## config.mk

```make
export PLATFORM = sky130hd
export DESIGN_NAME = pmcc_top
export DESIGN_NICKNAME = d
export VERILOG_FILES = /design/src/core/pmcc_pkg.sv /design/src/core/pmcc_clkdiv.sv /design/src/core/pmcc_top.sv
export VERILOG_INCLUDE_DIRS = /design/src /design/src/core
export SDC_FILE = /design/constraint.sdc
export NUM_CORES = 1
export LEC_CHECK = 0
export BUFFER_PORTS_ARGS = -buffer_cell sky130_fd_sc_hd__buf_4
export CAP_MARGIN = 25
export CORE_ASPECT_RATIO = 1.5
export CORE_MARGIN = 1.5
export CORE_UTILIZATION = 54
export DETAILED_ROUTE_END_ITERATION = 10
export PLACE_DENSITY_LB_ADDON = 0.3
export SLEW_MARGIN = 20
export SYNTH_ARGS = -nofsm -noshare
export SYNTH_HDL_FRONTEND = slang
export SYNTH_HIERARCHICAL = 1
export SYNTH_SLANG_ARGS = --single-unit
export TNS_END_PERCENT = 100
```

## constraint.sdc

```tcl
create_clock -name sys_clk -period 4.5 [get_ports sys_clk]
set_input_delay 0.225 -clock sys_clk [delete_from_list [all_inputs] [get_ports sys_clk]]
set_output_delay 0.225 -clock sys_clk [all_outputs]
set_load 0.02 [all_outputs]
```

## src/core/pmcc_cfg.svh

```systemverilog
`ifndef PMCC_CFG_SVH
`define PMCC_CFG_SVH

// Register byte offsets
`define PMCC_OFS_GATE 5'h00
`define PMCC_OFS_SLOW 5'h04
`define PMCC_OFS_BUSDIV 5'h08
`define PMCC_OFS_CLKOUT 5'h0c
`define PMCC_OFS_LOCK 5'h10
`define PMCC_OFS_STATUS 5'h14

// Field positions
`define PMCC_GATE_IDLE_BIT 2
`define PMCC_GATE_OFF_BIT 3
`define PMCC_GATE_PERIPH_LSB 8
`define PMCC_SLOW_DIVIDER_VALUE_LSB 0
`define PMCC_SLOW_BIT 4
`define PMCC_SLOW_PLL_OFF_BIT 5
`define PMCC_BUSDIV_APB_BIT 0
`define PMCC_BUSDIV_AHB_BIT 1
`define PMCC_CLKOUT_SEL_LSB 4
`define PMCC_STAT_MODE_LSB 0
`define PMCC_STAT_LOCK_BIT 2
`define PMCC_STAT_BATT_BIT 3
`define PMCC_STAT_WAKE_BIT 4

// Reset values
`define PMCC_RST_PERIPH_GATE 24'hffffff
`define PMCC_RST_CLKOUT_SEL 3'h0

// Mode codes in the status register
`define PMCC_MODE_NORMAL 2'h0
`define PMCC_MODE_SLOW 2'h1
`define PMCC_MODE_IDLE 2'h2
`define PMCC_MODE_OFF 2'h3

// Clock output select codes
`define PMCC_CO_MPLL 3'h0
`define PMCC_CO_UPLL 3'h1
`define PMCC_CO_CPU 3'h2
`define PMCC_CO_AHB 3'h3
`define PMCC_CO_APB 3'h4
`define PMCC_CO_DIVIDED_CLOCK_ZERO 3'h5

// Slow divider
`define PMCC_DIV_UNITY 4'h1
`define PMCC_DIV_ZERO 3'h0

// Timing
`define PMCC_CLK_PERIOD_NS 20
`define PMCC_LOCK_TIME_NS 150000
`define PMCC_LOCK_CYCLES ((`PMCC_LOCK_TIME_NS + `PMCC_CLK_PERIOD_NS - 1) / `PMCC_CLK_PERIOD_NS)
`define PMCC_WAKE_RST_CYCLES 65535

`endif

```

## src/core/pmcc_pkg.sv

```systemverilog
package pmcc_pkg;

  // Power mode sequencer states
  typedef enum logic [2:0] {
    ST_NORMAL = 3'b000,
    ST_SLOW = 3'b001,
    ST_LOCK = 3'b010,
    ST_IDLE_WAIT = 3'b011,
    ST_IDLE = 3'b100,
    ST_OFF = 3'b101,
    ST_WAKE = 3'b110
  } pmcc_state_t;

  // Slow clock divider settings
  typedef struct packed {
    logic [2:0] slow_divider_value;
    logic ahb_half_option;
    logic apb_half_option;
  } pmcc_slow_cfg_t;

  // Per-pin configuration from the pin mux
  typedef struct packed {
    logic gpio_sel;
    logic gpio_dir_out;
    logic bidir;
    logic gpio_data;
    logic func_level;
    logic func_en;
  } pmcc_pin_cfg_t;

endpackage

```

## src/core/pmcc_clkdiv.sv

```systemverilog
`timescale 1ns/100ps
`include "pmcc_cfg.svh"

module pmcc_clkdiv import pmcc_pkg::*; (
  input wire logic sys_clk,
  input wire logic sys_rst,
  input wire logic run,
  input wire pmcc_slow_cfg_t cfg,
  output logic cpu_tick,
  output logic ahb_tick,
  output logic apb_tick
);

  logic [3:0] cnt_r, cnt_nxt;
  logic [3:0] limit;
  logic cpu_tick_r, cpu_tick_nxt;
  logic ahb_tick_r, ahb_tick_nxt;
  logic apb_tick_r, apb_tick_nxt;
  logic ahb_ph_r, ahb_ph_nxt;
  logic apb_ph_r, apb_ph_nxt;

  // Divider ratio and tick chain
  always_comb begin
    limit = (cfg.slow_divider_value == `PMCC_DIV_ZERO) ? `PMCC_DIV_UNITY : {cfg.slow_divider_value, 1'b0};
    cnt_nxt = '0;
    cpu_tick_nxt = 1'b0;
    ahb_tick_nxt = 1'b0;
    apb_tick_nxt = 1'b0;
    ahb_ph_nxt = ahb_ph_r;
    apb_ph_nxt = apb_ph_r;
    if (run) begin
      if (cnt_r >= limit - `PMCC_DIV_UNITY) begin
        cpu_tick_nxt = 1'b1;
      end else begin
        cnt_nxt = cnt_r + `PMCC_DIV_UNITY;
      end
      ahb_tick_nxt = cpu_tick_nxt & (~cfg.ahb_half_option | ahb_ph_r);
      if (cpu_tick_nxt && cfg.ahb_half_option) begin
        ahb_ph_nxt = ~ahb_ph_r;
      end
      apb_tick_nxt = ahb_tick_nxt & (~cfg.apb_half_option | apb_ph_r);
      if (ahb_tick_nxt && cfg.apb_half_option) begin
        apb_ph_nxt = ~apb_ph_r;
      end
    end else begin
      ahb_ph_nxt = 1'b0;
      apb_ph_nxt = 1'b0;
    end
  end

  // Divider state
  always_ff @(posedge sys_clk or posedge sys_rst) begin
    if (sys_rst) begin
      cnt_r <= '0;
      cpu_tick_r <= 1'b0;
      ahb_tick_r <= 1'b0;
      apb_tick_r <= 1'b0;
      ahb_ph_r <= 1'b0;
      apb_ph_r <= 1'b0;
    end else begin
      cnt_r <= cnt_nxt;
      cpu_tick_r <= cpu_tick_nxt;
      ahb_tick_r <= ahb_tick_nxt;
      apb_tick_r <= apb_tick_nxt;
      ahb_ph_r <= ahb_ph_nxt;
      apb_ph_r <= apb_ph_nxt;
    end
  end

  assign cpu_tick = cpu_tick_r;
  assign ahb_tick = ahb_tick_r;
  assign apb_tick = apb_tick_r;
endmodule // pmcc_clkdiv

```

## src/core/pmcc_top.sv

```systemverilog
// Overview of operation
// - Four power modes: normal, slow, idle, power-off.
// - Normal mode clocks everything; software gates each peripheral clock.
// - Slow CPU clock is raw input divided by 1, or twice the 3-bit value.
// - AHB equals CPU or half; APB equals AHB or half.
// - Slow mode with PLL off powers the PLL down.
// - Slow with PLL off to normal inserts a programmable PLL lock wait.
// - During the lock wait the CPU runs from the slow clock.
// - Slow bit with PLL on also gives the slow clock while slow lasts.
// - Idle stops only the CPU clock; others keep running.
// - Any CPU interrupt ends idle and restarts the CPU clock.
// - Power-off drops the core power enable output.
// - Power-off ends only on an external wake input event.
// - Power-off pins: GPIO out drives data unless bidir, inputs stay, function outputs hold.
// - Only defined mode transitions are taken; others are refused.
// - Power-off removes CPU and bus clocks, holds function pins, waits for wake.
// - Outside power-off a low battery fault raises a level interrupt.
// - In power-off a battery fault masks every wake source.
// - Clock out select routes six sources for codes 0 to 5.
// - Idle is entered only after the CPU wrapper acknowledges.
// - Wake from power-off holds internal reset for 65535 input clocks.
`timescale 1ns/100ps
`include "pmcc_cfg.svh"

module pmcc_top import pmcc_pkg::*; #(
  parameter int NUM_PERIPH = 8,
  parameter int NUM_PINS = 8,
  parameter int LOCK_CYCLES = `PMCC_LOCK_CYCLES,
  parameter int WAKE_RST_CYCLES = `PMCC_WAKE_RST_CYCLES
) (
  input wire logic sys_clk,
  input wire logic sys_rst,
  input wire logic [4:0] avs_address,
  input wire logic avs_read,
  input wire logic avs_write,
  input wire logic [31:0] avs_writedata,
  input wire logic [3:0] avs_byteenable,
  output logic [31:0] avs_readdata,
  output logic avs_waitrequest,
  input wire logic cpu_irq,
  input wire logic cpu_idle_ack,
  input wire logic [15:0] external_wake_inputs,
  input wire logic battery_fault_n,
  input wire logic main_pll_clock,
  input wire logic usb_pll_clock,
  input wire logic divided_clock_zero,
  input wire pmcc_pin_cfg_t [NUM_PINS-1:0] pin_cfg,
  output logic cpu_core_clock_en,
  output logic cpu_clock_from_pll,
  output logic ahb_clock_en,
  output logic apb_clock_en,
  output logic [NUM_PERIPH-1:0] periph_clock_en,
  output logic pll_power_down,
  output logic idle_request,
  output logic core_power_enable,
  output logic internal_reset,
  output logic battery_irq,
  output logic clock_out_port,
  output logic [NUM_PINS-1:0] pad_out,
  output logic [NUM_PINS-1:0] pad_oe
);

  localparam int WW = $clog2(WAKE_RST_CYCLES + 1);

  // Parameter sanity
  if (NUM_PERIPH < 1 || NUM_PERIPH > 32 - `PMCC_GATE_PERIPH_LSB) begin : g_bad_periph
    $error("NUM_PERIPH out of range");
  end
  if (LOCK_CYCLES < 1 || LOCK_CYCLES > 65535 || WAKE_RST_CYCLES < 1) begin : g_bad_time
    $error("timing counts out of range");
  end

  // Bus slave, configuration and status state
  logic wait_r, wait_nxt;
  logic [31:0] rdata_r, rdata_nxt;
  logic [NUM_PERIPH-1:0] gate_r, gate_nxt;
  logic idle_bit_r, idle_bit_nxt;
  logic off_bit_r, off_bit_nxt;
  logic [2:0] slow_divider_value_r, slow_divider_value_nxt;
  logic slow_bit_r, slow_bit_nxt;
  logic pll_off_r, pll_off_nxt;
  logic ahb_half_r, ahb_half_nxt;
  logic apb_half_r, apb_half_nxt;
  logic [2:0] clksel_r, clksel_nxt;
  logic [15:0] lock_time_r, lock_time_nxt;
  logic wake_seen_r, wake_seen_nxt;
  logic [31:0] img, wimg;
  logic wr_ok;

  // Mode sequencer state
  pmcc_state_t state_r, state_nxt;
  logic [15:0] lock_cnt_r, lock_cnt_nxt;
  logic [WW-1:0] wake_cnt_r, wake_cnt_nxt;
  logic idle_done, wake_done, wake_any;

  // Output flops
  logic cpu_en_r, cpu_en_nxt;
  logic cpu_pll_r, cpu_pll_nxt;
  logic ahb_en_r, ahb_en_nxt;
  logic apb_en_r, apb_en_nxt;
  logic [NUM_PERIPH-1:0] pclk_en_r, pclk_en_nxt;
  logic pll_pd_r, pll_pd_nxt;
  logic idle_req_r, idle_req_nxt;
  logic pwr_en_r, pwr_en_nxt;
  logic int_rst_r, int_rst_nxt;
  logic batt_irq_r, batt_irq_nxt;
  logic clkout_r, clkout_nxt;
  logic [NUM_PINS-1:0] pad_out_r, pad_out_nxt;
  logic [NUM_PINS-1:0] pad_oe_r, pad_oe_nxt;

  // Slow divider ticks
  pmcc_slow_cfg_t slow_cfg;
  logic slow_run, cpu_tick, ahb_tick, apb_tick;

  // Byte-lane merge of a write into a register image
  function automatic logic [31:0] merge(input logic [31:0] old, input logic [31:0] wd, input logic [3:0] be);
    logic [31:0] res;
    res = old;
    for (int i = 0; i < 4; i++) begin
      if (be[i]) begin
        res[i*8 +: 8] = wd[i*8 +: 8];
      end
    end
    return res;
  endfunction

  assign wr_ok = avs_write & ~wait_r;
  assign wake_any = |external_wake_inputs;

  // Register file: read image, writes, hardware updates
  always_comb begin
    img = '0;
    case (avs_address)
      `PMCC_OFS_GATE: begin
        img[`PMCC_GATE_PERIPH_LSB +: NUM_PERIPH] = gate_r;
        img[`PMCC_GATE_IDLE_BIT] = idle_bit_r;
        img[`PMCC_GATE_OFF_BIT] = off_bit_r;
      end
      `PMCC_OFS_SLOW: begin
        img[`PMCC_SLOW_DIVIDER_VALUE_LSB +: 3] = slow_divider_value_r;
        img[`PMCC_SLOW_BIT] = slow_bit_r;
        img[`PMCC_SLOW_PLL_OFF_BIT] = pll_off_r;
      end
      `PMCC_OFS_BUSDIV: begin
        img[`PMCC_BUSDIV_AHB_BIT] = ahb_half_r;
        img[`PMCC_BUSDIV_APB_BIT] = apb_half_r;
      end
      `PMCC_OFS_CLKOUT: img[`PMCC_CLKOUT_SEL_LSB +: 3] = clksel_r;
      `PMCC_OFS_LOCK: img[15:0] = lock_time_r;
      `PMCC_OFS_STATUS: begin
        case (state_r)
          ST_SLOW, ST_LOCK: img[`PMCC_STAT_MODE_LSB +: 2] = `PMCC_MODE_SLOW;
          ST_IDLE: img[`PMCC_STAT_MODE_LSB +: 2] = `PMCC_MODE_IDLE;
          ST_OFF, ST_WAKE: img[`PMCC_STAT_MODE_LSB +: 2] = `PMCC_MODE_OFF;
          default: img[`PMCC_STAT_MODE_LSB +: 2] = `PMCC_MODE_NORMAL;
        endcase
        img[`PMCC_STAT_LOCK_BIT] = (state_r == ST_LOCK);
        img[`PMCC_STAT_BATT_BIT] = batt_irq_r;
        img[`PMCC_STAT_WAKE_BIT] = wake_seen_r;
      end
      default: img = '0;
    endcase
    wimg = merge(img, avs_writedata, avs_byteenable);
    wait_nxt = ~((avs_read | avs_write) & wait_r);
    rdata_nxt = ((avs_read & wait_r) ? img : rdata_r);
    gate_nxt = gate_r;
    idle_bit_nxt = idle_bit_r;
    off_bit_nxt = off_bit_r;
    slow_divider_value_nxt = slow_divider_value_r;
    slow_bit_nxt = slow_bit_r;
    pll_off_nxt = pll_off_r;
    ahb_half_nxt = ahb_half_r;
    apb_half_nxt = apb_half_r;
    clksel_nxt = clksel_r;
    lock_time_nxt = lock_time_r;
    wake_seen_nxt = wake_seen_r;
    // Hardware clears command bits when the mode ends
    if (idle_done) begin
      idle_bit_nxt = 1'b0;
    end
    if (wake_done) begin
      off_bit_nxt = 1'b0;
    end
    if (wr_ok) begin
      case (avs_address)
        `PMCC_OFS_GATE: begin
          gate_nxt = wimg[`PMCC_GATE_PERIPH_LSB +: NUM_PERIPH];
          idle_bit_nxt = wimg[`PMCC_GATE_IDLE_BIT];
          off_bit_nxt = wimg[`PMCC_GATE_OFF_BIT];
        end
        `PMCC_OFS_SLOW: begin
          slow_divider_value_nxt = wimg[`PMCC_SLOW_DIVIDER_VALUE_LSB +: 3];
          slow_bit_nxt = wimg[`PMCC_SLOW_BIT];
          pll_off_nxt = wimg[`PMCC_SLOW_PLL_OFF_BIT];
        end
        `PMCC_OFS_BUSDIV: begin
          ahb_half_nxt = wimg[`PMCC_BUSDIV_AHB_BIT];
          apb_half_nxt = wimg[`PMCC_BUSDIV_APB_BIT];
        end
        `PMCC_OFS_CLKOUT: clksel_nxt = wimg[`PMCC_CLKOUT_SEL_LSB +: 3];
        `PMCC_OFS_LOCK: lock_time_nxt = wimg[15:0];
        `PMCC_OFS_STATUS: begin
          if (avs_byteenable[0] && avs_writedata[`PMCC_STAT_WAKE_BIT]) begin
            wake_seen_nxt = 1'b0;
          end
        end
        default: ;
      endcase
    end
    // Set wins over a same-cycle clear
    if (wake_done) begin
      wake_seen_nxt = 1'b1;
    end
  end

  always_ff @(posedge sys_clk or posedge sys_rst) begin
    if (sys_rst) begin
      wait_r <= 1'b1;
      rdata_r <= '0;
      gate_r <= NUM_PERIPH'(`PMCC_RST_PERIPH_GATE);
      idle_bit_r <= 1'b0;
      off_bit_r <= 1'b0;
      slow_divider_value_r <= '0;
      slow_bit_r <= 1'b0;
      pll_off_r <= 1'b0;
      ahb_half_r <= 1'b0;
      apb_half_r <= 1'b0;
      clksel_r <= `PMCC_RST_CLKOUT_SEL;
      lock_time_r <= 16'(LOCK_CYCLES);
      wake_seen_r <= 1'b0;
    end else begin
      wait_r <= wait_nxt;
      rdata_r <= rdata_nxt;
      gate_r <= gate_nxt;
      idle_bit_r <= idle_bit_nxt;
      off_bit_r <= off_bit_nxt;
      slow_divider_value_r <= slow_divider_value_nxt;
      slow_bit_r <= slow_bit_nxt;
      pll_off_r <= pll_off_nxt;
      ahb_half_r <= ahb_half_nxt;
      apb_half_r <= apb_half_nxt;
      clksel_r <= clksel_nxt;
      lock_time_r <= lock_time_nxt;
      wake_seen_r <= wake_seen_nxt;
    end
  end

  // Mode sequencer: only the defined transitions exist
  always_comb begin
    state_nxt = state_r;
    lock_cnt_nxt = lock_cnt_r;
    wake_cnt_nxt = wake_cnt_r;
    idle_done = 1'b0;
    wake_done = 1'b0;
    case (state_r)
      ST_NORMAL: begin
        if (off_bit_r) begin
          state_nxt = ST_OFF;
        end else if (idle_bit_r) begin
          state_nxt = ST_IDLE_WAIT;
        end else if (slow_bit_r) begin
          state_nxt = ST_SLOW;
        end
      end
      ST_SLOW: begin
        if (!slow_bit_r) begin
          // PLL counts as down if the bit or the last cycle's power-down says so
          if (pll_off_r || pll_pd_r) begin
            state_nxt = ST_LOCK;
            lock_cnt_nxt = lock_time_r;
          end else begin
            state_nxt = ST_NORMAL;
          end
        end
      end
      ST_LOCK: begin
        if (lock_cnt_r == '0) begin
          state_nxt = ST_NORMAL;
        end else begin
          lock_cnt_nxt = lock_cnt_r - 16'h0001;
        end
      end
      ST_IDLE_WAIT: begin
        if (cpu_irq) begin
          state_nxt = ST_NORMAL;
          idle_done = 1'b1;
        end else if (cpu_idle_ack) begin
          state_nxt = ST_IDLE;
        end
      end
      ST_IDLE: begin
        if (cpu_irq) begin
          state_nxt = ST_NORMAL;
          idle_done = 1'b1;
        end
      end
      ST_OFF: begin
        if (wake_any && battery_fault_n) begin
          state_nxt = ST_WAKE;
          wake_cnt_nxt = WW'(WAKE_RST_CYCLES - 1);
        end
      end
      ST_WAKE: begin
        if (wake_cnt_r == '0) begin
          state_nxt = ST_NORMAL;
          wake_done = 1'b1;
        end else begin
          wake_cnt_nxt = wake_cnt_r - WW'(1);
        end
      end
      default: state_nxt = ST_NORMAL;
    endcase
  end

  always_ff @(posedge sys_clk or posedge sys_rst) begin
    if (sys_rst) begin
      state_r <= ST_NORMAL;
      lock_cnt_r <= '0;
      wake_cnt_r <= '0;
    end else begin
      state_r <= state_nxt;
      lock_cnt_r <= lock_cnt_nxt;
      wake_cnt_r <= wake_cnt_nxt;
    end
  end

  // Slow clock generator runs in slow mode and through the lock wait
  assign slow_run = (state_r == ST_SLOW) || (state_r == ST_LOCK);
  assign slow_cfg = '{slow_divider_value: slow_divider_value_r, ahb_half_option: ahb_half_r, apb_half_option: apb_half_r};

  pmcc_clkdiv u_clkdiv (
    .sys_clk(sys_clk),
    .sys_rst(sys_rst),
    .run(slow_run),
    .cfg(slow_cfg),
    .cpu_tick(cpu_tick),
    .ahb_tick(ahb_tick),
    .apb_tick(apb_tick)
  );

  // Clock enables, power controls and interrupt
  always_comb begin
    cpu_en_nxt = 1'b0;
    cpu_pll_nxt = 1'b0;
    ahb_en_nxt = 1'b0;
    apb_en_nxt = 1'b0;
    case (state_r)
      ST_NORMAL, ST_IDLE_WAIT: begin
        cpu_en_nxt = 1'b1;
        cpu_pll_nxt = 1'b1;
        ahb_en_nxt = 1'b1;
        apb_en_nxt = 1'b1;
      end
      ST_SLOW, ST_LOCK: begin
        cpu_en_nxt = cpu_tick;
        ahb_en_nxt = ahb_tick;
        apb_en_nxt = apb_tick;
      end
      ST_IDLE: begin
        cpu_pll_nxt = 1'b1;
        ahb_en_nxt = 1'b1;
        apb_en_nxt = 1'b1;
      end
      default: ;
    endcase
    pclk_en_nxt = (state_r == ST_OFF || state_r == ST_WAKE) ? '0 : gate_r;
    pll_pd_nxt = (state_r == ST_SLOW) && pll_off_r;
    idle_req_nxt = (state_r == ST_IDLE_WAIT) || (state_r == ST_IDLE);
    pwr_en_nxt = (state_r != ST_OFF);
    int_rst_nxt = (state_r == ST_WAKE);
    batt_irq_nxt = ~battery_fault_n && (state_r != ST_OFF) && (state_r != ST_WAKE);
    case (clksel_r)
      `PMCC_CO_MPLL: clkout_nxt = main_pll_clock;
      `PMCC_CO_UPLL: clkout_nxt = usb_pll_clock;
      `PMCC_CO_CPU: clkout_nxt = cpu_en_r;
      `PMCC_CO_AHB: clkout_nxt = ahb_en_r;
      `PMCC_CO_APB: clkout_nxt = apb_en_r;
      `PMCC_CO_DIVIDED_CLOCK_ZERO: clkout_nxt = divided_clock_zero;
      default: clkout_nxt = 1'b0;
    endcase
  end

  // Pad control; power-off freezes function pins
  for (genvar p = 0; p < NUM_PINS; p++) begin : g_pin
    always_comb begin
      pad_out_nxt[p] = pad_out_r[p];
      pad_oe_nxt[p] = pad_oe_r[p];
      if (state_r == ST_OFF || state_r == ST_WAKE) begin
        if (pin_cfg[p].gpio_sel) begin
          pad_oe_nxt[p] = pin_cfg[p].gpio_dir_out && !pin_cfg[p].bidir;
          pad_out_nxt[p] = pin_cfg[p].gpio_data;
        end
      end else if (pin_cfg[p].gpio_sel) begin
        pad_oe_nxt[p] = pin_cfg[p].gpio_dir_out;
        pad_out_nxt[p] = pin_cfg[p].gpio_data;
      end else begin
        pad_oe_nxt[p] = pin_cfg[p].func_en;
        pad_out_nxt[p] = pin_cfg[p].func_level;
      end
    end
  end

  always_ff @(posedge sys_clk or posedge sys_rst) begin
    if (sys_rst) begin
      cpu_en_r <= 1'b0;
      cpu_pll_r <= 1'b0;
      ahb_en_r <= 1'b0;
      apb_en_r <= 1'b0;
      pclk_en_r <= '0;
      pll_pd_r <= 1'b0;
      idle_req_r <= 1'b0;
      pwr_en_r <= 1'b1;
      int_rst_r <= 1'b0;
      batt_irq_r <= 1'b0;
      clkout_r <= 1'b0;
      pad_out_r <= '0;
      pad_oe_r <= '0;
    end else begin
      cpu_en_r <= cpu_en_nxt;
      cpu_pll_r <= cpu_pll_nxt;
      ahb_en_r <= ahb_en_nxt;
      apb_en_r <= apb_en_nxt;
      pclk_en_r <= pclk_en_nxt;
      pll_pd_r <= pll_pd_nxt;
      idle_req_r <= idle_req_nxt;
      pwr_en_r <= pwr_en_nxt;
      int_rst_r <= int_rst_nxt;
      batt_irq_r <= batt_irq_nxt;
      clkout_r <= clkout_nxt;
      pad_out_r <= pad_out_nxt;
      pad_oe_r <= pad_oe_nxt;
    end
  end

  assign avs_readdata = rdata_r;
  assign avs_waitrequest = wait_r;
  assign cpu_core_clock_en = cpu_en_r;
  assign cpu_clock_from_pll = cpu_pll_r;
  assign ahb_clock_en = ahb_en_r;
  assign apb_clock_en = apb_en_r;
  assign periph_clock_en = pclk_en_r;
  assign pll_power_down = pll_pd_r;
  assign idle_request = idle_req_r;
  assign core_power_enable = pwr_en_r;
  assign internal_reset = int_rst_r;
  assign battery_irq = batt_irq_r;
  assign clock_out_port = clkout_r;
  assign pad_out = pad_out_r;
  assign pad_oe = pad_oe_r;
endmodule // pmcc_top

```

==> results.toml <==
[setup_path]
slowest_delay_ns = 0.59
cp.buffers_inverters = 0
cp_data_arrival_time_ns = 2.98
cp_max_fo = 26
worstSetupStartpointType = "flip-flop"
worstSetupPathType = "reg -> reg"
worst_setup_path_end_kind = "flip-flop"
crit_start = "state_r[0]"
crit_family = "simple AND/OR/NAND/NOR gates"
required_ns = 4.78
worstReg2RegStart = "state_r[0]"
critPathSlowestCell = "dfrtp_1"
path_cells = "and2b_1, nand2_1, o2111ai_1, nor2_1, o31ai_1"

[flow_run]
maxCapViolations = 0

[routing]
dr.pass1.iters = 5
vias_per_cell = 6.01
wire_per_inst_um = 18.2
totalWireLength_um = 18700
ant_nets = 0
vias = 6176
drt_iter0_drc = 397
drcViolationCount = 0

[placement]
port_buffers = 147
globalplace.congestion = 0.915
dp_hpwl_um = 13100
pre_cts_ws_ns = 1.75

[timing]
setup_ws_ns = 1.80
fin_skew_ns = 0.00573
setup_violations = 0
tns_ns = 0
worstMarginPinSlew_ns = 0.905
hold_violations = 0
fin_hold_ws_ns = 0.00516
relSlewSlack = 0.394
rsz0062_at_grt = "false"
fin_crit_sh = 0.600
drv_slew = 0
finalCriticalPeriod_ns = 2.70
max_freq_ghz = 0.370

[power]
peakVddDrop_mv = 0.364
power_leakage_nw = 3.94
power_density_mw_per_mm2 = 507

[clocking]
cts_hold_buf = 8
cts_resized = 0
numCtsBuffers = 17
clkLatencyLatePin_ns = 0.42
cts.clk_slew.worst_paths_ns = 0.06
cts.path.max_buffers = 2
htree_levels = 4
postCtsSetupBuffers = 0
cts_tree = "done"
cts.sinks = 132
cts-root-buf = "clkbuf_16"

[global_routing]
grt_max_degree = 81
grt_pass1_wl_um = 29700
grt_usage = 0.281
grt_remaining_overflow = 0
grt_pass1_vias = 6200
antenna_found_initial = 0

[yosys]
synth_warnings = 6
synth_top_family_by_area = "simple AND/OR/NAND/NOR gates"
synth-simple-area-share = 0.212
ys_types = 80
synth.cell_area_mm2 = 0.00700
synth.area.mux_share = 0.0662
ys_seq_area_frac = 0.475
synth_seq_cells = 132
synthCells = 715
async_flop_share = 1.00
synthFlopType = "dfrtp_1"
synth_compound_area_frac = 0.170
synthAdderAreaFrac = 0.0161
synth_xor_xnor_area_share = 0.00751
synth_edf_count = 0
synth_area_per_cell_um2 = 9.79

[finish]
area_delta_synth_final_pct = 26.2
drive_gt1_frac = 0.290
fin_nets = 982
num_antenna_cells = 0
fin_util = 0.702

[floorplan]
die_w_um = 95.9
die_h_um = 142
pin_count = 182
start_util = 0.556
rows = 50
core-area_mm2 = 0.0126
fp.dieArea_mm2 = 0.0137

[min_path]
timing.hold.worst.class = "in -> reg"
worstHoldStart = "pin_cfg[5]"

[status]
run_status = "finished clean"
==> final timing paths <==
check	slack [ns]	cells past startpoint	to
setup / recovery	1.80	5	idle_bit_r
hold / removal	0.005	2	pad_oe[0]
setup reg to reg	1.80	5	idle_bit_r
hold reg to reg	0.46	1	apb_clock_en
max in group asynchronous	3.11	4	lock_time_r[11]
min in group asynchronous	0.40	3	u_clkdiv/cnt_r[2]
==> synthesized netlist by cell type (11+ instances only) <==
library cell,number,area share
dfstp_2,17,0.064
and2_1,13,0.012
o31ai_1,14,0.015
a21oi_1,34,0.024
nor2_1,36,0.019
mux2_2,20,0.032
buf_4,17,0.018
nand2_1,88,0.047
nand3_1,24,0.017
and3_1,12,0.011
nand4_1,11,0.0098
o21ai_0,64,0.046
inv_1,21,0.011
buf_2,11,0.0079
mux2i_1,20,0.029
clkbuf_1,21,0.011
dfrtp_1,115,0.41
==> cell families after synthesis <==
family | count (synthesis)
simple gates | 267
buf+inv | 74
other cells | 1
compound gates | 184
mux | 42
fa+ha+maj | 9
xor+xnor | 6
flops | 132
==> state kept, by name (all words and copies together), names as in the netlist, 3 cells and up <==
| signal | cells |
|---|---|
| periph_clock_en | 8 |
| avs_readdata | 16 |
| pad_out | 8 |
| clksel_r | 3 |
| lock_cnt_r | 16 |
| wake_cnt_r | 16 |
| slow_divider_value_r | 3 |
| lock_time_r | 16 |
| u_clkdiv/cnt_r | 4 |
| state_r | 3 |
| gate_r | 8 |
| pad_oe | 8 |
==> final cells by class <==
cell class	instances	area [µm²]
timing repair buffer	161	1230
sequential	132	3320
fill	931	3750
multi-input combinational	524	3370
clock inverter	11	149
tap	156	195
inverter	22	87.6
clock buffer	21	470
==> metal layers <==
| metal | track usage | vias up | share of wire |
|---|---|---|---|
| met4 | 0.132 | 0 | 0.033 |
| met2 | 0.490 | 253 | 0.54 |
| met5 | 0 | - | 0 |
| met3 | 0.0518 | 56 | 0.052 |
| li1 | - | 2875 | - |
| met1 | 0.327 | 2992 | 0.38 |
==> layout by cell type (no fill, tap or decap), types with 5 or more instances in the layout <==
cell type,n
nand3_1,24
nor2b_1,7
o31ai_1,14
ha_1,9
a2bb2oi_1,5
a22o_1,9
a211oi_1,10
o21ai_0,64
nor2_1,36
mux2_2,20
or4_1,6
a31oi_1,7
nand2_1,88
and2_1,13
dfrtp_1,115
inv_1,20
nand4_1,11
dfstp_2,17
nor3_1,9
o21ai_1,8
nor3b_1,8
nor4_1,9
buf_4,152
conb_1,16
clkbuf_16,17
mux2i_1,20
a21oi_1,33
dlygate4sd3_1,8
and3_1,12
nor4b_1,6
a22oi_1,5
==> power by group <==
| part | switching (mW) | internal [mW] |
|---|---|---|
| registers | 0.303 | 1.44 |
| clock network | 0.535 | 0.918 |
| logic | 0.729 | 0.553 |
| total | 1.57 | 2.91 |
==> per-stage QoR <==
| step | total power, mW | std cells | instance area [µm²] |
|---|---|---|---|
| 2_1_floorplan | 2.60 | 730 | 7050 |
| 3_3_place_gp | 2.95 | 986 | 8120 |
| 3_5_place_dp | 3.01 | 986 | 8120 |
| 4_1_cts | 4.48 | 1026 | 8820 |
| 5_1_grt | 4.70 | 1027 | 8830 |
| 6_report | 4.48 | 1027 | 8830 |
Power figures use the tool's default switching activity.
